$ cat config.mk
export PLATFORM = sky130hd
export DESIGN_NAME = acf_core
export DESIGN_NICKNAME = d
export VERILOG_FILES = /design/src/rtl/acf_pkg.sv /design/src/rtl/acf_clock_div.sv /design/src/rtl/acf_core.sv /design/src/rtl/acf_format.sv
export SDC_FILE = /design/constraint.sdc
export NUM_CORES = 1
export LEC_CHECK = 0
export BUFFER_PORTS_ARGS = -buffer_cell sky130_fd_sc_hd__buf_4
export CAP_MARGIN = 20
export CORE_MARGIN = 2
export CORE_UTILIZATION = 59
export DETAILED_ROUTE_END_ITERATION = 10
export GPL_TIMING_DRIVEN = 0
export PLACE_DENSITY = 0.78
export SYNTH_ARGS = -nofsm -noshare
export SYNTH_HDL_FRONTEND = slang
export SYNTH_SLANG_ARGS = --single-unit
$ cat constraint.sdc
create_clock -name clk_i -period 2.5 [get_ports clk_i]
set_clock_uncertainty 0.1 [all_clocks]
set_input_delay 0.5 -clock clk_i [delete_from_list [all_inputs] [get_ports clk_i]]
set_output_delay 0.5 -clock clk_i [all_outputs]
set_load 0.01 [all_outputs]
$ cat src/rtl/acf_pkg.sv
// package: register map, field layout, encodings and timing of the converter control block
package acf_pkg;
  // ==========================================================
  // register indices (byte addresses on the plain port)
  localparam logic [2:0] OFS_CTRL_ONE = 3'h0;
  localparam logic [2:0] OFS_CTRL_TWO = 3'h1;
  localparam logic [2:0] OFS_RES_HIGH = 3'h2;
  localparam logic [2:0] OFS_RES_LOW = 3'h3;
  localparam logic [2:0] OFS_RUN_CTRL = 3'h4;
  localparam logic [2:0] OFS_STATUS = 3'h5;
  // ==========================================================
  // reset values
  localparam logic [7:0] RST_CTRL_ONE = 8'h00;
  localparam logic [7:0] RST_CTRL_TWO = 8'h00;
  localparam logic [7:0] RST_RESULT = 8'h00;
  // ==========================================================
  // field positions
  localparam int TRIG_SEL_BIT = 7;
  localparam int PREF_LSB = 2;
  localparam int NREF_LSB = 0;
  localparam int JUSTIFY_BIT = 7;
  localparam int ACQ_LSB = 3;
  localparam int CLK_LSB = 0;
  localparam int RUN_ENABLE_BIT = 0;
  localparam int RUN_GO_BIT = 1;
  localparam logic [7:0] CTRL_ONE_MASK = 8'h8F;
  localparam logic [7:0] CTRL_TWO_MASK = 8'hBF;
  localparam logic [7:0] RUN_MASK = 8'h03;
  // ==========================================================
  // reference routing codes
  localparam logic [1:0] PREF_SUPPLY = 2'h0;
  localparam logic [1:0] PREF_EXT_PIN = 2'h1;
  localparam logic [1:0] PREF_FIXED_BUF = 2'h2;
  localparam logic [1:0] NREF_GROUND = 2'h0;
  localparam logic [1:0] NREF_EXT_PIN = 2'h1;
  // ==========================================================
  // timing
  localparam int RESULT_BITS = 10;
  localparam int GAP_PERIODS = 2;
  localparam int CLK_FREQ_HZ = 100_000_000;
  localparam int RC_FREQ_HZ = 600_000;
  localparam int RC_DIV = CLK_FREQ_HZ / RC_FREQ_HZ;
  localparam int INSTR_CYCLE_NS = 40;
  localparam int CLK_PERIOD_NS = 10;
  localparam int INSTR_CYCLES = (INSTR_CYCLE_NS + CLK_PERIOD_NS - 1) / CLK_PERIOD_NS;

  typedef enum logic [1:0] {
    REF_SEL_A,
    REF_SEL_B,
    REF_SEL_C
  } acf_ref_type;
endpackage
$ cat src/rtl/acf_clock_div.sv
// conversion clock divider: one-cycle enable per conversion clock period
`timescale 1ns/100ps
`default_nettype none
module acf_clock_div #(
  parameter int RC_DIV = acf_pkg::RC_DIV
) (
  input wire logic clk_i,
  input wire logic rst_n_i,
  input wire logic [2:0] sel_i,
  input wire logic restart_i,
  output logic tick_o,
  output logic rc_sel_o
);
  logic [7:0] cnt_r;
  logic [7:0] cnt_nxt;
  logic [7:0] limit;
  logic tick_nxt;

  // ==========================================================
  // divide ratios, minus one
  always_comb begin
    unique case (sel_i)
      3'h0: limit = 8'h01;
      3'h1: limit = 8'h07;
      3'h2: limit = 8'h1F;
      3'h4: limit = 8'h03;
      3'h5: limit = 8'h0F;
      3'h6: limit = 8'h3F;
      default: limit = 8'(RC_DIV - 1);
    endcase
    rc_sel_o = (sel_i[1:0] == 2'h3);
  end

  always_comb begin
    cnt_nxt = cnt_r + 8'h01;
    tick_nxt = 1'b0;
    if (restart_i) begin
      cnt_nxt = 8'h00;
    end else if (cnt_r >= limit) begin
      cnt_nxt = 8'h00;
      tick_nxt = 1'b1;
    end
  end

  always_ff @(posedge clk_i) begin
    if (!rst_n_i) begin
      cnt_r <= 8'h00;
      tick_o <= 1'b0;
    end else begin
      cnt_r <= cnt_nxt;
      tick_o <= tick_nxt;
    end
  end
endmodule
`default_nettype wire

$ cat src/rtl/acf_core.sv
// converter control and result formatting, top level
`timescale 1ns/100ps
`default_nettype none
module acf_core (
  input wire logic clk_i,
  input wire logic rst_n_i,
  input wire logic [2:0] addr_i,
  input wire logic [7:0] wdata_i,
  input wire logic wr_i,
  input wire logic rd_i,
  output logic [7:0] rdata_o,
  input wire logic charge_time_unit_trig_i,
  input wire logic capture_compare_unit_five_trig_i,
  input wire logic compare_i,
  output logic hold_connect_o,
  output logic hold_discharge_o,
  output logic sar_active_o,
  output logic [9:0] sar_trial_o,
  output logic [1:0] pos_ref_o,
  output logic [1:0] neg_ref_o,
  output logic go_o
);
  typedef enum logic [2:0] {
    ST_IDLE,
    ST_START,
    ST_ACQ,
    ST_CONV,
    ST_GAP
  } acf_state_type;

  // ==========================================================
  // registers
  logic [7:0] ctrl_one_r, ctrl_one_nxt;
  logic [7:0] ctrl_two_r, ctrl_two_nxt;
  logic [9:0] result_r, result_nxt;
  logic enable_r, enable_nxt;
  logic go_r, go_nxt;
  logic [7:0] rdata_nxt;
  acf_state_type state_r, state_nxt;
  logic [4:0] cnt_r, cnt_nxt;
  logic [9:0] sar_r, sar_nxt;
  logic [3:0] bit_r, bit_nxt;
  logic [1:0] pos_ref_nxt, neg_ref_nxt;
  logic hold_connect_nxt, hold_discharge_nxt, sar_active_nxt;

  logic tick;
  logic rc_sel;
  logic trig;
  logic [7:0] fmt_high, fmt_low;
  logic [4:0] acq_periods;
  logic sw_go_set, sw_go_clr;

  function automatic logic [4:0] acq_decode(input logic [2:0] code);
    unique case (code)
      3'h0: acq_decode = 5'd0;
      3'h1: acq_decode = 5'd2;
      3'h2: acq_decode = 5'd4;
      3'h3: acq_decode = 5'd6;
      3'h4: acq_decode = 5'd8;
      3'h5: acq_decode = 5'd12;
      3'h6: acq_decode = 5'd16;
      default: acq_decode = 5'd20;
    endcase
  endfunction

  acf_clock_div u_div (
    .clk_i(clk_i),
    .rst_n_i(rst_n_i),
    .sel_i(ctrl_two_r[acf_pkg::CLK_LSB +: 3]),
    // held in restart through the start delay too, so that delay is not swallowed by the first period
    .restart_i(state_r == ST_IDLE || state_r == ST_START),
    .tick_o(tick),
    .rc_sel_o(rc_sel)
  );

  acf_format u_fmt (
    .result_i(result_r),
    .right_i(ctrl_two_r[acf_pkg::JUSTIFY_BIT]),
    .high_o(fmt_high),
    .low_o(fmt_low)
  );

  assign acq_periods = acq_decode(ctrl_two_r[acf_pkg::ACQ_LSB +: 3]);
  assign trig = ctrl_one_r[acf_pkg::TRIG_SEL_BIT] ? charge_time_unit_trig_i
                                                  : capture_compare_unit_five_trig_i;
  assign sw_go_set = wr_i && addr_i == acf_pkg::OFS_RUN_CTRL && wdata_i[acf_pkg::RUN_GO_BIT];
  assign sw_go_clr = wr_i && addr_i == acf_pkg::OFS_RUN_CTRL && !wdata_i[acf_pkg::RUN_GO_BIT];

  // ==========================================================
  // register file
  always_comb begin
    ctrl_one_nxt = ctrl_one_r;
    ctrl_two_nxt = ctrl_two_r;
    enable_nxt = enable_r;
    if (wr_i) begin
      unique case (addr_i)
        acf_pkg::OFS_CTRL_ONE: ctrl_one_nxt = wdata_i & acf_pkg::CTRL_ONE_MASK;
        acf_pkg::OFS_CTRL_TWO: ctrl_two_nxt = wdata_i & acf_pkg::CTRL_TWO_MASK;
        acf_pkg::OFS_RUN_CTRL: enable_nxt = wdata_i[acf_pkg::RUN_ENABLE_BIT];
        default: ;
      endcase
    end
    rdata_nxt = 8'h00;
    if (rd_i) begin
      unique case (addr_i)
        acf_pkg::OFS_CTRL_ONE: rdata_nxt = ctrl_one_r;
        acf_pkg::OFS_CTRL_TWO: rdata_nxt = ctrl_two_r;
        acf_pkg::OFS_RES_HIGH: rdata_nxt = fmt_high;
        acf_pkg::OFS_RES_LOW: rdata_nxt = fmt_low;
        acf_pkg::OFS_RUN_CTRL: rdata_nxt = {6'h00, go_r, enable_r};
        acf_pkg::OFS_STATUS: rdata_nxt = {5'h00, 3'(state_r)};
        default: rdata_nxt = 8'h00;
      endcase
    end
    unique case (ctrl_one_r[acf_pkg::PREF_LSB +: 2])
      acf_pkg::PREF_EXT_PIN: pos_ref_nxt = acf_pkg::PREF_EXT_PIN;
      acf_pkg::PREF_FIXED_BUF: pos_ref_nxt = acf_pkg::PREF_FIXED_BUF;
      default: pos_ref_nxt = acf_pkg::PREF_SUPPLY;
    endcase
    neg_ref_nxt = (ctrl_one_r[acf_pkg::NREF_LSB +: 2] == acf_pkg::NREF_EXT_PIN)
                  ? acf_pkg::NREF_EXT_PIN : acf_pkg::NREF_GROUND;
  end

  always_ff @(posedge clk_i) begin
    if (!rst_n_i) begin
      ctrl_one_r <= acf_pkg::RST_CTRL_ONE;
      ctrl_two_r <= acf_pkg::RST_CTRL_TWO;
      enable_r <= 1'b0;
      rdata_o <= 8'h00;
      pos_ref_o <= acf_pkg::PREF_SUPPLY;
      neg_ref_o <= acf_pkg::NREF_GROUND;
    end else begin
      ctrl_one_r <= ctrl_one_nxt;
      ctrl_two_r <= ctrl_two_nxt;
      enable_r <= enable_nxt;
      rdata_o <= rdata_nxt;
      pos_ref_o <= pos_ref_nxt;
      neg_ref_o <= neg_ref_nxt;
    end
  end

  // ==========================================================
  // conversion sequencer
  always_comb begin
    state_nxt = state_r;
    go_nxt = go_r;
    cnt_nxt = cnt_r;
    sar_nxt = sar_r;
    bit_nxt = bit_r;
    result_nxt = result_r;
    if (state_r == ST_IDLE && enable_r && (sw_go_set || trig)) begin
      go_nxt = 1'b1;
      cnt_nxt = 5'(acf_pkg::INSTR_CYCLES);
      state_nxt = rc_sel ? ST_START : ST_ACQ;
      if (!rc_sel) cnt_nxt = acq_periods;
    end else if (go_r && (sw_go_clr || !enable_r)) begin
      // abort leaves the result untouched
      go_nxt = 1'b0;
      state_nxt = ST_GAP;
      cnt_nxt = 5'(acf_pkg::GAP_PERIODS);
    end else begin
      unique case (state_r)
        ST_IDLE: ;
        ST_START: begin
          cnt_nxt = cnt_r - 5'd1;
          if (cnt_r <= 5'd1) begin
            state_nxt = ST_ACQ;
            cnt_nxt = acq_periods;
          end
        end
        ST_ACQ: begin
          if (cnt_r == 5'd0) begin
            state_nxt = ST_CONV;
            sar_nxt = 10'h200;
            bit_nxt = 4'(acf_pkg::RESULT_BITS - 1);
          end else if (tick) begin
            cnt_nxt = cnt_r - 5'd1;
          end
        end
        ST_CONV: begin
          if (tick) begin
            if (!compare_i) sar_nxt[bit_r] = 1'b0;
            if (bit_r == 4'd0) begin
              result_nxt = compare_i ? sar_r : (sar_r & ~10'h001);
              go_nxt = 1'b0;
              state_nxt = ST_GAP;
              cnt_nxt = 5'(acf_pkg::GAP_PERIODS);
            end else begin
              sar_nxt[bit_r - 4'd1] = 1'b1;
              bit_nxt = bit_r - 4'd1;
            end
          end
        end
        ST_GAP: begin
          if (tick) begin
            cnt_nxt = cnt_r - 5'd1;
            if (cnt_r <= 5'd1) state_nxt = ST_IDLE;
          end
        end
        default: state_nxt = ST_IDLE;
      endcase
    end
    // capacitor on the input from go until the conversion starts, discharged in the gap
    hold_connect_nxt = (state_nxt == ST_START) || (state_nxt == ST_ACQ);
    hold_discharge_nxt = (state_nxt == ST_GAP);
    sar_active_nxt = (state_nxt == ST_CONV);
  end

  always_ff @(posedge clk_i) begin
    if (!rst_n_i) begin
      state_r <= ST_IDLE;
      go_r <= 1'b0;
      cnt_r <= 5'd0;
      sar_r <= 10'h000;
      bit_r <= 4'd0;
      result_r <= 10'h000;
      hold_connect_o <= 1'b0;
      hold_discharge_o <= 1'b0;
      sar_active_o <= 1'b0;
      sar_trial_o <= 10'h000;
      go_o <= 1'b0;
    end else begin
      state_r <= state_nxt;
      go_r <= go_nxt;
      cnt_r <= cnt_nxt;
      sar_r <= sar_nxt;
      bit_r <= bit_nxt;
      result_r <= result_nxt;
      hold_connect_o <= hold_connect_nxt;
      hold_discharge_o <= hold_discharge_nxt;
      sar_active_o <= sar_active_nxt;
      sar_trial_o <= sar_nxt;
      go_o <= go_nxt;
    end
  end

  // ==========================================================
  // assertions
  AST_TRIG_DISABLED: assert property (@(posedge clk_i) disable iff (!rst_n_i)
    (!enable_r && state_r == ST_IDLE) |=> !go_r) else $error("go set while disabled");
  AST_RESERVED_ONE: assert property (@(posedge clk_i) disable iff (!rst_n_i)
    (ctrl_one_r & ~acf_pkg::CTRL_ONE_MASK) == 8'h00) else $error("reserved bits set");
  AST_RESERVED_TWO: assert property (@(posedge clk_i) disable iff (!rst_n_i)
    ctrl_two_r[6] == 1'b0) else $error("reserved bit six set");
  AST_HOLD_ACQ: assert property (@(posedge clk_i) disable iff (!rst_n_i)
    (state_r == ST_ACQ) |-> hold_connect_o) else $error("capacitor off during acquisition");
  AST_GO_RUN: assert property (@(posedge clk_i) disable iff (!rst_n_i)
    (state_r == ST_CONV) |-> go_r) else $error("go low while converting");
  AST_ABORT_KEEPS: assert property (@(posedge clk_i) disable iff (!rst_n_i)
    (go_r && sw_go_clr) |=> $stable(result_r)) else $error("abort changed result");
  AST_GAP: assert property (@(posedge clk_i) disable iff (!rst_n_i)
    $fell(go_r) |-> state_r == ST_GAP) else $error("no gap after end");
  AST_DISCHARGE: assert property (@(posedge clk_i) disable iff (!rst_n_i)
    (state_r == ST_GAP) |-> hold_discharge_o) else $error("capacitor not discharged");
  AST_RIGHT_FMT: assert property (@(posedge clk_i) disable iff (!rst_n_i)
    ctrl_two_r[7] |-> (fmt_high[7:2] == 6'h00 && {fmt_high[1:0], fmt_low} == result_r))
    else $error("right format wrong");
  AST_RESULT_ONLY_END: assert property (@(posedge clk_i) disable iff (!rst_n_i)
    (state_r != ST_CONV) |=> $stable(result_r)) else $error("result written early");
  AST_LEFT_FMT: assert property (@(posedge clk_i) disable iff (!rst_n_i)
    !ctrl_two_r[7] |-> (fmt_high == result_r[9:2] && fmt_low == {result_r[1:0], 6'h00}))
    else $error("left format wrong");
  AST_POS_REF: assert property (@(posedge clk_i) disable iff (!rst_n_i)
    pos_ref_o == (($past(ctrl_one_r[3:2]) == 2'h3) ? 2'h0 : $past(ctrl_one_r[3:2])))
    else $error("positive reference routed wrong");
  AST_NEG_REF: assert property (@(posedge clk_i) disable iff (!rst_n_i)
    neg_ref_o == (($past(ctrl_one_r[1:0]) == 2'h1) ? 2'h1 : 2'h0))
    else $error("negative reference routed wrong");
  AST_RC_DELAY: assert property (@(posedge clk_i) disable iff (!rst_n_i)
    ($rose(go_r) && rc_sel) |-> (state_r == ST_START) [*4]) else $error("start delay too short");
  AST_HOLD_CONV: assert property (@(posedge clk_i) disable iff (!rst_n_i)
    (state_r == ST_CONV) |-> (!hold_connect_o && !hold_discharge_o))
    else $error("capacitor switched during conversion");
  AST_ACQ_TICKS: assert property (@(posedge clk_i) disable iff (!rst_n_i)
    (state_r == ST_ACQ && cnt_r != 5'd0 && !tick && enable_r && !sw_go_clr) |=> $stable(cnt_r))
    else $error("acquisition count moved without a conversion clock period");
  AST_TRIG_IGNORED: assert property (@(posedge clk_i) disable iff (!rst_n_i)
    (state_r == ST_IDLE && !sw_go_set
     && !(ctrl_one_r[7] ? charge_time_unit_trig_i : capture_compare_unit_five_trig_i)) |=> !go_r)
    else $error("unselected trigger started a conversion");
  AST_DONE: assert property (@(posedge clk_i) disable iff (!rst_n_i)
    (state_r == ST_CONV && tick && bit_r == 4'd0 && enable_r && !sw_go_clr)
    |=> (!go_r && state_r == ST_GAP && result_r[0] == $past(compare_i)))
    else $error("go not cleared or last bit not stored at completion");
  COV_CONVERT: cover property (@(posedge clk_i) disable iff (!rst_n_i) state_r == ST_CONV ##1 state_r == ST_GAP);
  COV_ABORT: cover property (@(posedge clk_i) disable iff (!rst_n_i) go_r && sw_go_clr);
  COV_RC: cover property (@(posedge clk_i) disable iff (!rst_n_i) state_r == ST_START);
  COV_TRIGGER: cover property (@(posedge clk_i) disable iff (!rst_n_i) state_r == ST_IDLE && enable_r && trig);
  COV_RIGHT: cover property (@(posedge clk_i) disable iff (!rst_n_i) ctrl_two_r[7] && $fell(sar_active_o));
endmodule
`default_nettype wire

$ cat src/rtl/acf_format.sv
// result formatter: lays the 10-bit result into two bytes
`timescale 1ns/100ps
`default_nettype none
module acf_format (
  input wire logic [9:0] result_i,
  input wire logic right_i,
  output logic [7:0] high_o,
  output logic [7:0] low_o
);
  always_comb begin
    if (right_i) begin
      high_o = {6'h00, result_i[9:8]};
      low_o = result_i[7:0];
    end else begin
      high_o = result_i[9:2];
      low_o = {result_i[1:0], 6'h00};
    end
  end
endmodule
`default_nettype wire

Yosys cells after proc, flatten, opt, wreduce, memory -nomap -nowiden
Cells that the tools add are included.
- equality and inequality tests: 34
- $add $sub $neg: 3
- multiply operators: 0
- reduce and logical (&&, ||, !) cells: 36
- $lt $le $gt $ge: 6
- mux-type cells: 51
- divide/modulo/power cells: 0
- shift-type cells: 0
- bitwise logic cells: 6
- operators with widths (cell ; count):
    one-hot mux 8 bit (6 select lines) ; 2
    two-way mux 10 bit ; 8
    two-way mux 5 bit ; 8
    one-hot mux 5 bit (7 select lines) ; 1
    equality test 3 bit (second input constant) ; 10
    equality test 3 x 2 -> 1 bit (second input constant) ; 9
    two-way mux 3 bit ; 8
    one-hot mux 10 bit (2 select lines) ; 1
    one-hot mux 5 bit (4 select lines) ; 1
    two-way mux 8 bit ; 2
    equality test 3 x 1 -> 1 bit (second input constant) ; 5
    one-hot mux 3 bit (5 select lines) ; 1
    zero test 3 bit ; 4
    two-way mux 4 bit ; 3
    two-way mux 1 bit ; 11
    bitwise AND 10 bit ; 1
    < comparator 4 x 5 -> 1 bit (second input constant) ; 2
    NOT 10 bit ; 1
    bitwise OR 10 bit ; 1
    AND reduction 5 bit ; 2
    nonzero test 3 bit ; 3
    adder 8 x 1 -> 8 bit (second input constant) ; 1
    demux 1 bit (select 4 bit) ; 2
    >= comparator 4 x 1 -> 1 bit (second input constant) ; 2
    other kinds (27) ; 47
- register bits after elaboration: 70
- bits of input ports: 18
- memories: 0
- bits in read-only memories: 0
- output and inout port bits: 26
- bits in latches: 0
- memory bits (writable): 0

Logic depth before layout (Yosys ltp)
Gate-level depths: netlist (run 1).
- depth after elaboration: 15
- mapped depth: 9
- mapped depth without buffers: 8

Cells and area by module
Synthesis (run 1) repeated with hierarchy kept, for this count alone.
- cell total of the unflattened synthesis: 441
- area total of the unflattened synthesis: 3992.6 um2
- by module, submodules not included (module ; times used ; area an instance (um2) ; cells each):
    acf_core ; 1 ; 3278.1 ; 364
    acf_clock_div ; 1 ; 556.8 ; 59
    acf_format ; 1 ; 157.7 ; 18

Worst setup path before layout (run 1)
Ideal clock, no wire load.
- kind: register -> register
- from: register bit_r[0]
- to: register cnt_r[2]
- setup time: 0.119 ns
- buffers on the path: 1
- arrival: 1.940 ns
- data required time: 2.281 ns
- path slack: 0.342 ns
- clock period less this slack: 2.158 ns
- cell stages (with the launch flop): 9
- cell sequence: dfxtp_1 > inv_1 > ha_1 > buf_2 > nor3b_4 > a21boi_0 > o311ai_4 > or2_1 > o221a_1
- word-level cells in the longest chain between the ends: 3
- ends and longest elaborated chain (item ; line ; source):
    start: declaration ; acf_core.sv:42 ; logic [3:0] bit_r, bit_nxt;
    start signal: assignment ; acf_core.sv:227 ; bit_r <= bit_nxt;
    zero test 4 bit ; acf_core.sv:183 ; if (bit_r == 4'd0) begin
    inequality test 4 bit (no source line) ; - ;
    AND reduction 4 bit (no source line) ; - ;
    end signal: assignment ; acf_core.sv:225 ; cnt_r <= cnt_nxt;
    end: declaration ; acf_core.sv:40 ; logic [4:0] cnt_r, cnt_nxt;
No other way between the ends.
A chain may end at the register's enable or synchronous reset.

Worst setup path in the final report (run 1)
- from: register bit_r[0]
- to: register cnt_r[3]
The elaborated chain is that of the path after synthesis.

==> metrics, run 1 <==
status finished, violations left; failing checks DRC; die area between 0.007 and 0.008 mm^2; max cap viols 0; Mapped Cells roughly 440; Area growth syn-to-layout 16.5%; CP Depth 8; Worst setup SP type flip-flop; Hold Buf Count CTS 0; io pins 44; cell area power density 527 mW/mm^2; initial antenna violation count 0; # DRC 6; Worst Path Required ~2.6 ns; Final GP Congestion 0.967; Row Count 29; clock root buffer clkbuf_8; via count 3484; worst path cell trace inv_1 -> ha_1 -> buf_2 -> nor3b_4 -> a21boi_1 -> o311ai_4 -> o311ai_0 -> o2111a_1; leading area contributor after synthesis dfxtp_1; CP startpoint bit_r[0]$_SDFFE_PN0P_; met3 WL 682 um; hold path depth 3; Port Buf Inserts 39; Crit path max-delay family compound AO/OA/AOI/OAI gates; Max-slew headroom 0.462; Critical Path Fanout Max 8; nets 524; Synth Flop Type dfxtp_1; Max Clk Rate 417 MHz; vias per inst 6.08; vias in the first global route about 3100; # setup viols final 0; Initial Util 0.614; fin crit share 0.959; Cell Area, Synth 0.00395 mm^2; Synth Warn # 0; flop-to-flop setup slack 0.10 ns; GR Overflow Total 0; path depth of the worst reg2reg path 8; CP endpoint kind flip-flop; critical path data arrival time 2.54 ns; DP HPWL approximately 6900 um; Final Hold Viols 0; WP buf/inv 2; Die H 85.8 um; WL/cell 16.8 um; layout cells sized above 1 0.190; flops & latches, synth 69; cts bufs inserted 9; number of detailed-route iterations in the first pass 9; Reg clk slew, reported paths 0.07 ns; fin crit period 2.40 ns; core area about 0.0064 mm^2; Met2 Routed Length approximately 4300 um; chip width 85.8 um; RR Startpoint bit_r[0]$_SDFFE_PN0P_; peak supply drop just over 500 uV; Hold Path End ctrl_two_r[5]$_SDFFE_PN0P_; Hold Crit Start wdata_i[5]; slowest stage delay, CP 0.42 ns; largest net degree at the start of global routing 13; worst hold path class in2reg; Post-synth ARST share 0; Worst Tran Pin Value roughly 0.8 ns; mean area per synthesized cell 9.05 um^2; Netlist cell types 73; number of synthesized flops with an enable pin 0; TritonCTS clock tree built; total routed wirelength a little under 10000 um; CTS H-tree depth 3; top sig layer met4; Yosys top cell area share 0.350; synthesized net count approximately 470; antenna viol nets, final 0; Post-Layout Cell Count roughly 570; critical path class reg2reg; DRT met1 WL 4420 um; first-pass GRT wire length 15300 um; DR iter-0 viols 222; CP max stage cell o311ai_4; CTS sink count 69; Slew Limit Fails 0; sequential element share of the synthesized area 0.350; PnR Total Power 0.00242 W; ranking of synthesized cells by area dfxtp_1 35%, mux2i_1 6.6%, nor2b_1 5.1%; overall routing resource usage 0.262; Clk Latency, worst-skew pair ~0.34 ns; Crit Reg-Reg Endpoint cnt_r[3]$_SDFFE_PN0P_; Inserted Diodes 0; placed insts 552; Max clock buf depth 2; Static Leak 1.85 nW
==> power breakdown <==
group / internal [W] / switching (W) / total (W) / leakage, nW
Sequential: 0.00111 / 0.0000144 / 0.00113 / 0.556
Clock: 0.000591 / 0.000441 / 0.00103 / 0.106
Combinational: 0.000116 / 0.000147 / 0.000263 / 1.19
Total: 0.00182 / 0.000602 / 0.00242 / 1.85
==> worst max-delay path by stage <==
| stage | to | slack (ns) |
|---|---|---|
| detailed placement | cnt_r[3]$_SDFFE_PN0P_ | 0.08 |
| CTS | cnt_r[3]$_SDFFE_PN0P_ | 0.07 |
| global route | cnt_r[3]$_SDFFE_PN0P_ | -0.005 |
| floorplan | cnt_r[2]$_SDFFE_PN0P_ | 0.34 |
| finish | cnt_r[3]$_SDFFE_PN0P_ | 0.10 |
| global placement | sar_r[2]$_SDFFE_PN0P_ | 0.08 |
==> cell families (layout without fill, tap and decap cells) <==
logic type               count (synthesis)  after routing  share of synthesized area
AND/OR/NAND/NOR                        164            164                      0.238
AO/OA/AOI/OAI                          104            104                      0.204
flip-flops                              69             69                      0.350
buffers and inverters                   39             99                     0.0476
multiplexers                            31             31                     0.0831
adder cells (fa/ha/maj)                 15             15                     0.0476
XOR/XNOR                                13             13                     0.0289
other                                    1              1                   0.000951
==> cell usage after synthesis (all sizes together) (5+ instances only) <==
cell type   n
a21boi      6
a21oi      25
a31oi      10
and3        7
buf        15
clkbuf     14
dfxtp      69
ha         15
inv        10
mux2i      26
nand2      31
nand2b      6
nand3      15
nor2       26
nor2b      32
nor3       10
nor3b       8
o211a       5
o211ai      6
o21ai      12
or2         5
xnor2       8
xor2        5
==> per-stage QoR <==
step                hold slack, ns  setup TNS, ns  cell area (um^2)  worst slack (ns)  utilization
floorplan                    0.321              0              3950             0.342            -
global placement             0.355              0              4330            0.0809        0.675
detailed placement           0.363              0              4330            0.0780        0.675
CTS                          0.309              0              4560            0.0697        0.710
global route                 0.326       -0.00510              4600          -0.00510        0.716
finish                       0.310              0              4600             0.102        0.716
==> sequential cells by signal (all words and copies together), names as in the netlist, 2 cells and up <==
| name | count |
|---|---|
| u_div.cnt_r | 8 |
| sar_r | 10 |
| ctrl_one_r | 5 |
| pos_ref_o | 2 |
| rdata_o | 8 |
| result_r | 10 |
| bit_r | 4 |
| state_r | 3 |
| cnt_r | 5 |
| ctrl_two_r | 7 |
==> placed cells by master (no fill, tap or decap), drive strengths merged, types with 8 or more instances in the layout <==
cell type	netlist	routed
buf	15	59
nor3b	8	8
nor2	26	26
dfxtp	69	69
inv	10	10
mux2i	26	26
clkbuf	14	25
a31oi	10	10
nor3	10	10
nand2	31	31
xnor2	8	8
ha	15	15
nor2b	32	32
nand3	15	15
o21ai	12	12
a21oi	25	25
==> cell type report <==
cell class / count / area (um^2)
plain buffers: 29 / 150
clock buffers: 11 / 141
clock inverters: 5 / 83.8
fillers: 504 / 1830
inverters: 10 / 37.5
multi-input cells: 328 / 2380
flip-flops and latches: 69 / 1380
well taps: 77 / 96.3
repair buffers: 44 / 330
==> worst min-delay path, stage by stage <==
cell     delay (ns)
buf_4          0.08
a21oi_1        0.05
nor2b_1        0.09
==> per-layer routing <==
layer,vias up,GRT usage
li1,1692,-
met2,157,0.428
met4,0,0.0722
met5,-,0
met3,22,0.0433
met1,1613,0.362
==> what timing repair did <==
| action | CTS | global route |
|---|---|---|
| buffers inserted | 0 | 5 |
| gates resized for setup | 0 | 1 |
| setup endpoints to repair | 0 | 7 |
Power figures use the tool's default switching activity.
==> inputs of run 2 (changes only) <==
Settings changed: MAX_ROUTING_LAYER from default to met4.
==> run 2 against run 1 <==
The flow still finishes with violations (DRC). Sequential power about the same. Total power barely moved. Sequential share of layout area increased by 0.15 points. Global-route usage increased by 1.8 points. Wire length up 0.66%. Critical endpoint is now sar_r[5]$_SDFFE_PN0P_. Largest cell class unchanged. Highest routed layer unchanged.
==> metrics, run 2 (synthesized netlist as in run 1, its figures left out) <==
status finished, violations left (unchanged); failing checks DRC (unchanged); vias per inst 6.12 (was 6.08); max cap viols 0 (unchanged); Row Count 29 (unchanged); CP Depth 9 (was 8); Area growth syn-to-layout 16.0% (was 16.5%); Post-Layout Cell Count 570 (was 573); Crit path max-delay family simple AND/OR/NAND/NOR gates (was compound AO/OA/AOI/OAI gates); Inserted Diodes 0 (unchanged); largest net degree at the start of global routing 13 (unchanged); Port Buf Inserts 39 (unchanged); area of the multi-input gates 0.00238 mm^2 (unchanged); initial antenna violation count 0 (unchanged); Final Hold Viols 0 (unchanged); Comb power frac 0.107 (was 0.109); commonest cells after routing, fill and taps aside 69 x dfxtp_1, 44 x buf_4, 32 x nor2b_1 (was 69 x dfxtp_1, 47 x buf_4, 32 x nor2b_1); via count 3490 (was 3484); number of detailed-route iterations in the first pass 8 (was 9); DP HPWL 7030 um (was 6940 um); CP startpoint bit_r[0]$_SDFFE_PN0P_ (unchanged); Clk Latency, worst-skew pair 0.35 ns (was 0.34 ns); Worst setup SP type flip-flop (unchanged); CP max stage cell nor3_1 (was o311ai_4); Critical Path End sar_r[5]$_SDFFE_PN0P_ (was cnt_r[3]$_SDFFE_PN0P_); critical path class reg2reg (unchanged); Worst Path Required 2.70 ns (was 2.64 ns); fin crit period 2.40 ns (about the same); Worst Tran Pin Value 0.762 ns (was 0.805 ns); peak supply drop 277 uV (was 504 uV); overall routing resource usage 0.281 (was 0.262); register area 0.00138 mm^2 (unchanged); clock root buffer clkbuf_8 (unchanged); antenna viol nets, final 0 (unchanged); WL/cell 17.0 um (was 16.8 um); CP endpoint kind flip-flop (unchanged); cell area power density 529 mW/mm^2 (was 527 mW/mm^2); Static Leak 1.83 nW (was 1.85 nW); Crit Reg-Reg Endpoint sar_r[5]$_SDFFE_PN0P_ (was cnt_r[3]$_SDFFE_PN0P_); Max Clk Rate 416 MHz (was 417 MHz); vias in the first global route 3191 (was 3123); # fillers 494 (was 504); worst hold path class in2reg (unchanged); flop-to-flop setup slack 0.1 ns (was 0.10 ns); commonest non-fill, non-tap cell in the layout dfxtp_1 (unchanged); Die H 85.8 um (unchanged); layout cells sized above 1 0.185 (was 0.190); DR iter-0 viols 209 (was 222); CTS H-tree depth 3 (unchanged); chip width 85.8 um (unchanged); worst slack, placed 0.0936 ns (was 0.0780 ns); path depth of the worst reg2reg path 9 (was 8); critical path data arrival time 2.60 ns (was 2.54 ns); Critical Path Fanout Max 8 (unchanged); Regs by FF count result_r x10, sar_r x10 (unchanged); CTS sink count 69 (unchanged); first-pass GRT wire length 15800 um (was 15300 um); Reg clk slew, reported paths 0.08 ns (was 0.07 ns); total routed wirelength 9680 um (was 9620 um); die area 0.00736 mm^2 (unchanged); WP buf/inv 3 (was 2); io pins 44 (unchanged); TritonCTS clock tree built (unchanged); clock network fraction of total power 0.428 (was 0.426); P_int 0.00182 W (about the same); GR Overflow Total 0 (unchanged); Sw Ratio 0.249 (about the same); Max clock buf depth 2 (unchanged); RR Startpoint bit_r[0]$_SDFFE_PN0P_ (unchanged); NetSw 0.000603 W (was 0.000602 W); Setup TNS 0 ns (unchanged); Slew Limit Fails 0 (unchanged); Max-slew headroom 0.491 (was 0.462); nets 521 (was 524); Initial Util 0.614 (unchanged); # setup viols final 0 (unchanged); placed insts 552 (unchanged); fin crit share 0.960 (was 0.959); worst path cell trace inv_1 -> ha_1 -> buf_2 -> nor3b_4 -> buf_4 -> nor2_1 -> nand3_1 -> nor3_1 -> a31o_1 (was inv_1 -> ha_1 -> buf_2 -> nor3b_4 -> a21boi_1 -> o311ai_4 -> o311ai_0 -> o2111a_1); core area 0.00642 mm^2 (unchanged); # DRC 6 (unchanged); Final GP Congestion 0.987 (was 0.967); slowest stage delay, CP 0.48 ns (was 0.42 ns); final worst slack 0.0989 ns (was 0.102 ns); share of power burned in registers 0.466 (was 0.465); cts bufs inserted 9 (unchanged)
## run 2: metal layers
layer | wire, um | vias to the layer above | GRT usage
li1 | - | 1688 | -
met1 | 4500 | 1631 | 0.381
met2 | 4350 | 145 | 0.415
met3 | 614 | 26 | 0.0472
met4 | 214 | 0 | 0.115
met5 | 0 | - | -
## run 2: worst min path at each step
stage,startpoint,to,slack [ns],depth (start not counted)
2_1_floorplan,ctrl_one_r[2]$_SDFFE_PN0P_,pos_ref_o[1]$_SDFF_PN0_,0.32,1
3_3_place_gp,ctrl_one_r[2]$_SDFFE_PN0P_,pos_ref_o[1]$_SDFF_PN0_,0.35,1
3_5_place_dp,ctrl_one_r[2]$_SDFFE_PN0P_,pos_ref_o[1]$_SDFF_PN0_,0.35,1
4_1_cts,wdata_i[5],ctrl_two_r[5]$_SDFFE_PN0P_,0.32,3
5_1_grt,wdata_i[5],ctrl_two_r[5]$_SDFFE_PN0P_,0.33,3
6_report,wdata_i[7],ctrl_one_r[7]$_SDFFE_PN0P_,0.33,3
## run 2: timing repair
item                                   in CTS  in global routing
resized for setup                           0                  2
endpoints found under the hold margin       0                  0
buffers inserted                            0                  2
hold buffers                                0                  0
setup endpoints to repair                   0                  6
## run 2: final cells by class
class / count / share of cell area
Multi-Input combinational cell: 328 / 0.519
Sequential cell: 69 / 0.302
Timing Repair Buffer: 41 / 0.0673
Buffer: 29 / 0.0328
Clock buffer: 11 / 0.0309
Tap cell: 77 / 0.0211
Clock inverter: 5 / 0.0183
Inverter: 10 / 0.00821
## run 2: through the flow
step / total power [W] / cell area, um^2 / hold slack (ns) / util
2_1_floorplan: 0.00133 / 3950 / 0.321 / -
3_3_place_gp: 0.00140 / 4330 / 0.354 / 0.675
3_5_place_dp: 0.00140 / 4330 / 0.347 / 0.675
4_1_cts: 0.00242 / 4560 / 0.319 / 0.710
5_1_grt: 0.00251 / 4570 / 0.331 / 0.712
6_report: 0.00242 / 4570 / 0.327 / 0.712
## run 2: power groups by stage
stage / Combinational (W) / Sequential, W / Clock [W]
after floorplan: 0.000179 / 0.00115 / 0
after global placement: 0.000246 / 0.00115 / 0
after detailed placement: 0.000250 / 0.00115 / 0
after CTS: 0.000251 / 0.00113 / 0.00105
after global routing: 0.000281 / 0.00113 / 0.00110
final: 0.000258 / 0.00113 / 0.00103
## run 2: worst reg2reg max path: cells and delay by family (launching register included)
kind / cells / cell delay [ns]
fa+ha+maj: 1 / 0.21
buf+inv: 3 / 0.45
simple gates: 4 / 0.95
flops: 1 / 0.44
compound gates: 1 / 0.22
==> inputs of run 3 (changes only) <==
Settings changed: CAP_MARGIN 20 to default, CORE_UTILIZATION 59 to 50, PLACE_DENSITY 0.78 to 0.68.
==> run 3 against run 2 <==
The run now ends clean. Combinational power is essentially flat. Worst hold slack lost 0.015 ns. Sequential cell count is the same. Critical endpoint is now sar_r[1]$_SDFFE_PN0P_. Largest power group unchanged.
==> metrics, run 3 (synthesized netlist as in run 1, its figures left out) <==
NetSw 0.000599 W (was 0.000603 W); Final Hold Viols 0 (unchanged); Inserted Diodes 0 (unchanged); # DRC 0 (was 6); hold path depth 3 (unchanged); Row Count 32 (was 29); clock root buffer clkbuf_8 (unchanged); status finished clean (was finished, violations left); Setup TNS 0 ns (unchanged); fin crit period 2.39 ns (was 2.40 ns); initial antenna violation count 0 (unchanged); number of detailed-route iterations in the first pass 4 (was 8); Max Clk Rate 419 MHz (was 416 MHz); Max-slew headroom 0.468 (was 0.491); peak supply drop 332 uV (was 277 uV); P_int 0.00184 W (was 0.00182 W); Final GP Congestion 0.883 (was 0.987); first-pass GRT wire length 16200 um (was 15800 um); Clk Latency, worst-skew pair 0.36 ns (was 0.35 ns); GR Overflow Total 0 (unchanged); antenna viol nets, final 0 (unchanged); CP endpoint kind flip-flop (unchanged); Port Buf Inserts 39 (unchanged); # fillers 704 (was 494); vias in the first global route 3235 (was 3191); chip width 92.8 um (was 85.8 um); TritonCTS clock tree built (unchanged); commonest non-fill, non-tap cell in the layout dfxtp_1 (unchanged); path depth of the worst reg2reg path 9 (unchanged); total routed wirelength 9820 um (was 9680 um); DP HPWL 7180 um (was 7030 um); Regs by FF count result_r x10, sar_r x10 (unchanged); max cap viols 0 (unchanged); clock network fraction of total power 0.432 (was 0.428); Worst Path Required 2.66 ns (was 2.70 ns); Static Leak 1.85 nW (was 1.83 nW); via count 3408 (was 3490); placed insts 577 (was 552); fin crit share 0.955 (was 0.960); register area 0.00138 mm^2 (unchanged); CTS H-tree depth 3 (unchanged); CTS sink count 69 (unchanged); Reg clk slew, reported paths 0.08 ns (about the same); Worst Tran Pin Value 0.797 ns (was 0.762 ns); critical path class reg2reg (unchanged); Worst setup SP type flip-flop (unchanged); critical path data arrival time 2.55 ns (was 2.60 ns); # setup viols final 0 (unchanged); largest net degree at the start of global routing 13 (unchanged); Critical Path Fanout Max 8 (unchanged); Area growth syn-to-layout 17.2% (was 16.0%); cts bufs inserted 9 (unchanged); cell area power density 528 mW/mm^2 (was 529 mW/mm^2); layout cells sized above 1 0.191 (was 0.185); die area 0.00862 mm^2 (was 0.00736 mm^2); io pins 44 (unchanged); nets 521 (unchanged); area of the multi-input gates 0.00239 mm^2 (was 0.00238 mm^2); worst hold path class in2reg (unchanged); vias per inst 5.73 (was 6.12); share of power burned in registers 0.462 (was 0.466); Sw Ratio 0.245 (was 0.249); DR iter-0 viols 171 (was 209); overall routing resource usage 0.244 (was 0.281); Die H 92.8 um (was 85.8 um); Comb power frac 0.106 (was 0.107); Post-Layout Cell Count 595 (was 570); hold_ws 0.312 ns (was 0.327 ns); Slew Limit Fails 0 (unchanged); core area 0.00769 mm^2 (was 0.00642 mm^2); Max clock buf depth 2 (unchanged); WL/cell 16.5 um (was 17.0 um); Initial Util 0.513 (was 0.614); commonest cells after routing, fill and taps aside 69 x dfxtp_1, 44 x buf_4, 32 x nor2b_1 (unchanged)
run 3: cell type report:
class / instances / share of cell area
timing repair buffer: 41 / 0.0666
inverter: 10 / 0.00812
clock buffer: 11 / 0.0327
tap: 102 / 0.0276
buffer: 29 / 0.0325
sequential: 69 / 0.299
clock inverter: 5 / 0.0176
multi-input combinational: 328 / 0.516
run 3: power by group through the flow:
stage / combinational, W / sequential, W / clock [W]
finish: 0.000259 / 0.00113 / 0.00106
global route: 0.000283 / 0.00113 / 0.00112
CTS: 0.000252 / 0.00113 / 0.00108
detailed placement: 0.000251 / 0.00115 / 0
global placement: 0.000250 / 0.00115 / 0
floorplan: 0.000179 / 0.00115 / 0
run 3: worst paths after layout:
| check | start | to | slack, ns |
|---|---|---|---|
| worst min register to register | ctrl_one_r[3]$_SDFFE_PN0P_ | pos_ref_o[1]$_SDFF_PN0_ | 0.38 |
| worst max-delay path | bit_r[0]$_SDFFE_PN0P_ | sar_r[1]$_SDFFE_PN0P_ | 0.11 |
| worst max register to register | bit_r[0]$_SDFFE_PN0P_ | sar_r[1]$_SDFFE_PN0P_ | 0.11 |
| worst min-delay path | wdata_i[4] | ctrl_two_r[4]$_SDFFE_PN0P_ | 0.31 |
run 3: per-stage QoR:
step	util	power, W	setup WS [ns]	cell area, um^2
after CTS	0.598	0.00246	0.00842	4600
after floorplan	-	0.00133	0.342	3950
final	0.601	0.00244	0.113	4620
after detailed placement	0.568	0.00140	0.0369	4370
after global routing	0.601	0.00254	-0.0624	4620
after global placement	0.568	0.00140	0.0667	4370
run 3: per-layer routing:
| metal | vias up | wire length, um | track usage |
|---|---|---|---|
| met1 | 1580 | 4560 | 0.326 |
| li1 | 1686 | - | - |
| met2 | 118 | 4360 | 0.356 |
| met3 | 24 | 677 | 0.0561 |
| met4 | 0 | 225 | 0.103 |
| met5 | - | 0 | - |
run 3: timing repair:
| action | in CTS | in global routing |
|---|---|---|
| gates resized for setup | 0 | 3 |
| setup buffers | 0 | 2 |
| endpoints found under the setup margin | 0 | 8 |
| hold buffers | 0 | 0 |
run 3: critical path, cell delays in order, from the launching register on:
cell     delay, ns
dfxtp_1       0.45
inv_1         0.13
ha_1          0.20
buf_2         0.17
nor3b_4       0.19
buf_4         0.16
nor2_1        0.15
nand3_1       0.13
or2_1         0.29
o31ai_1       0.30
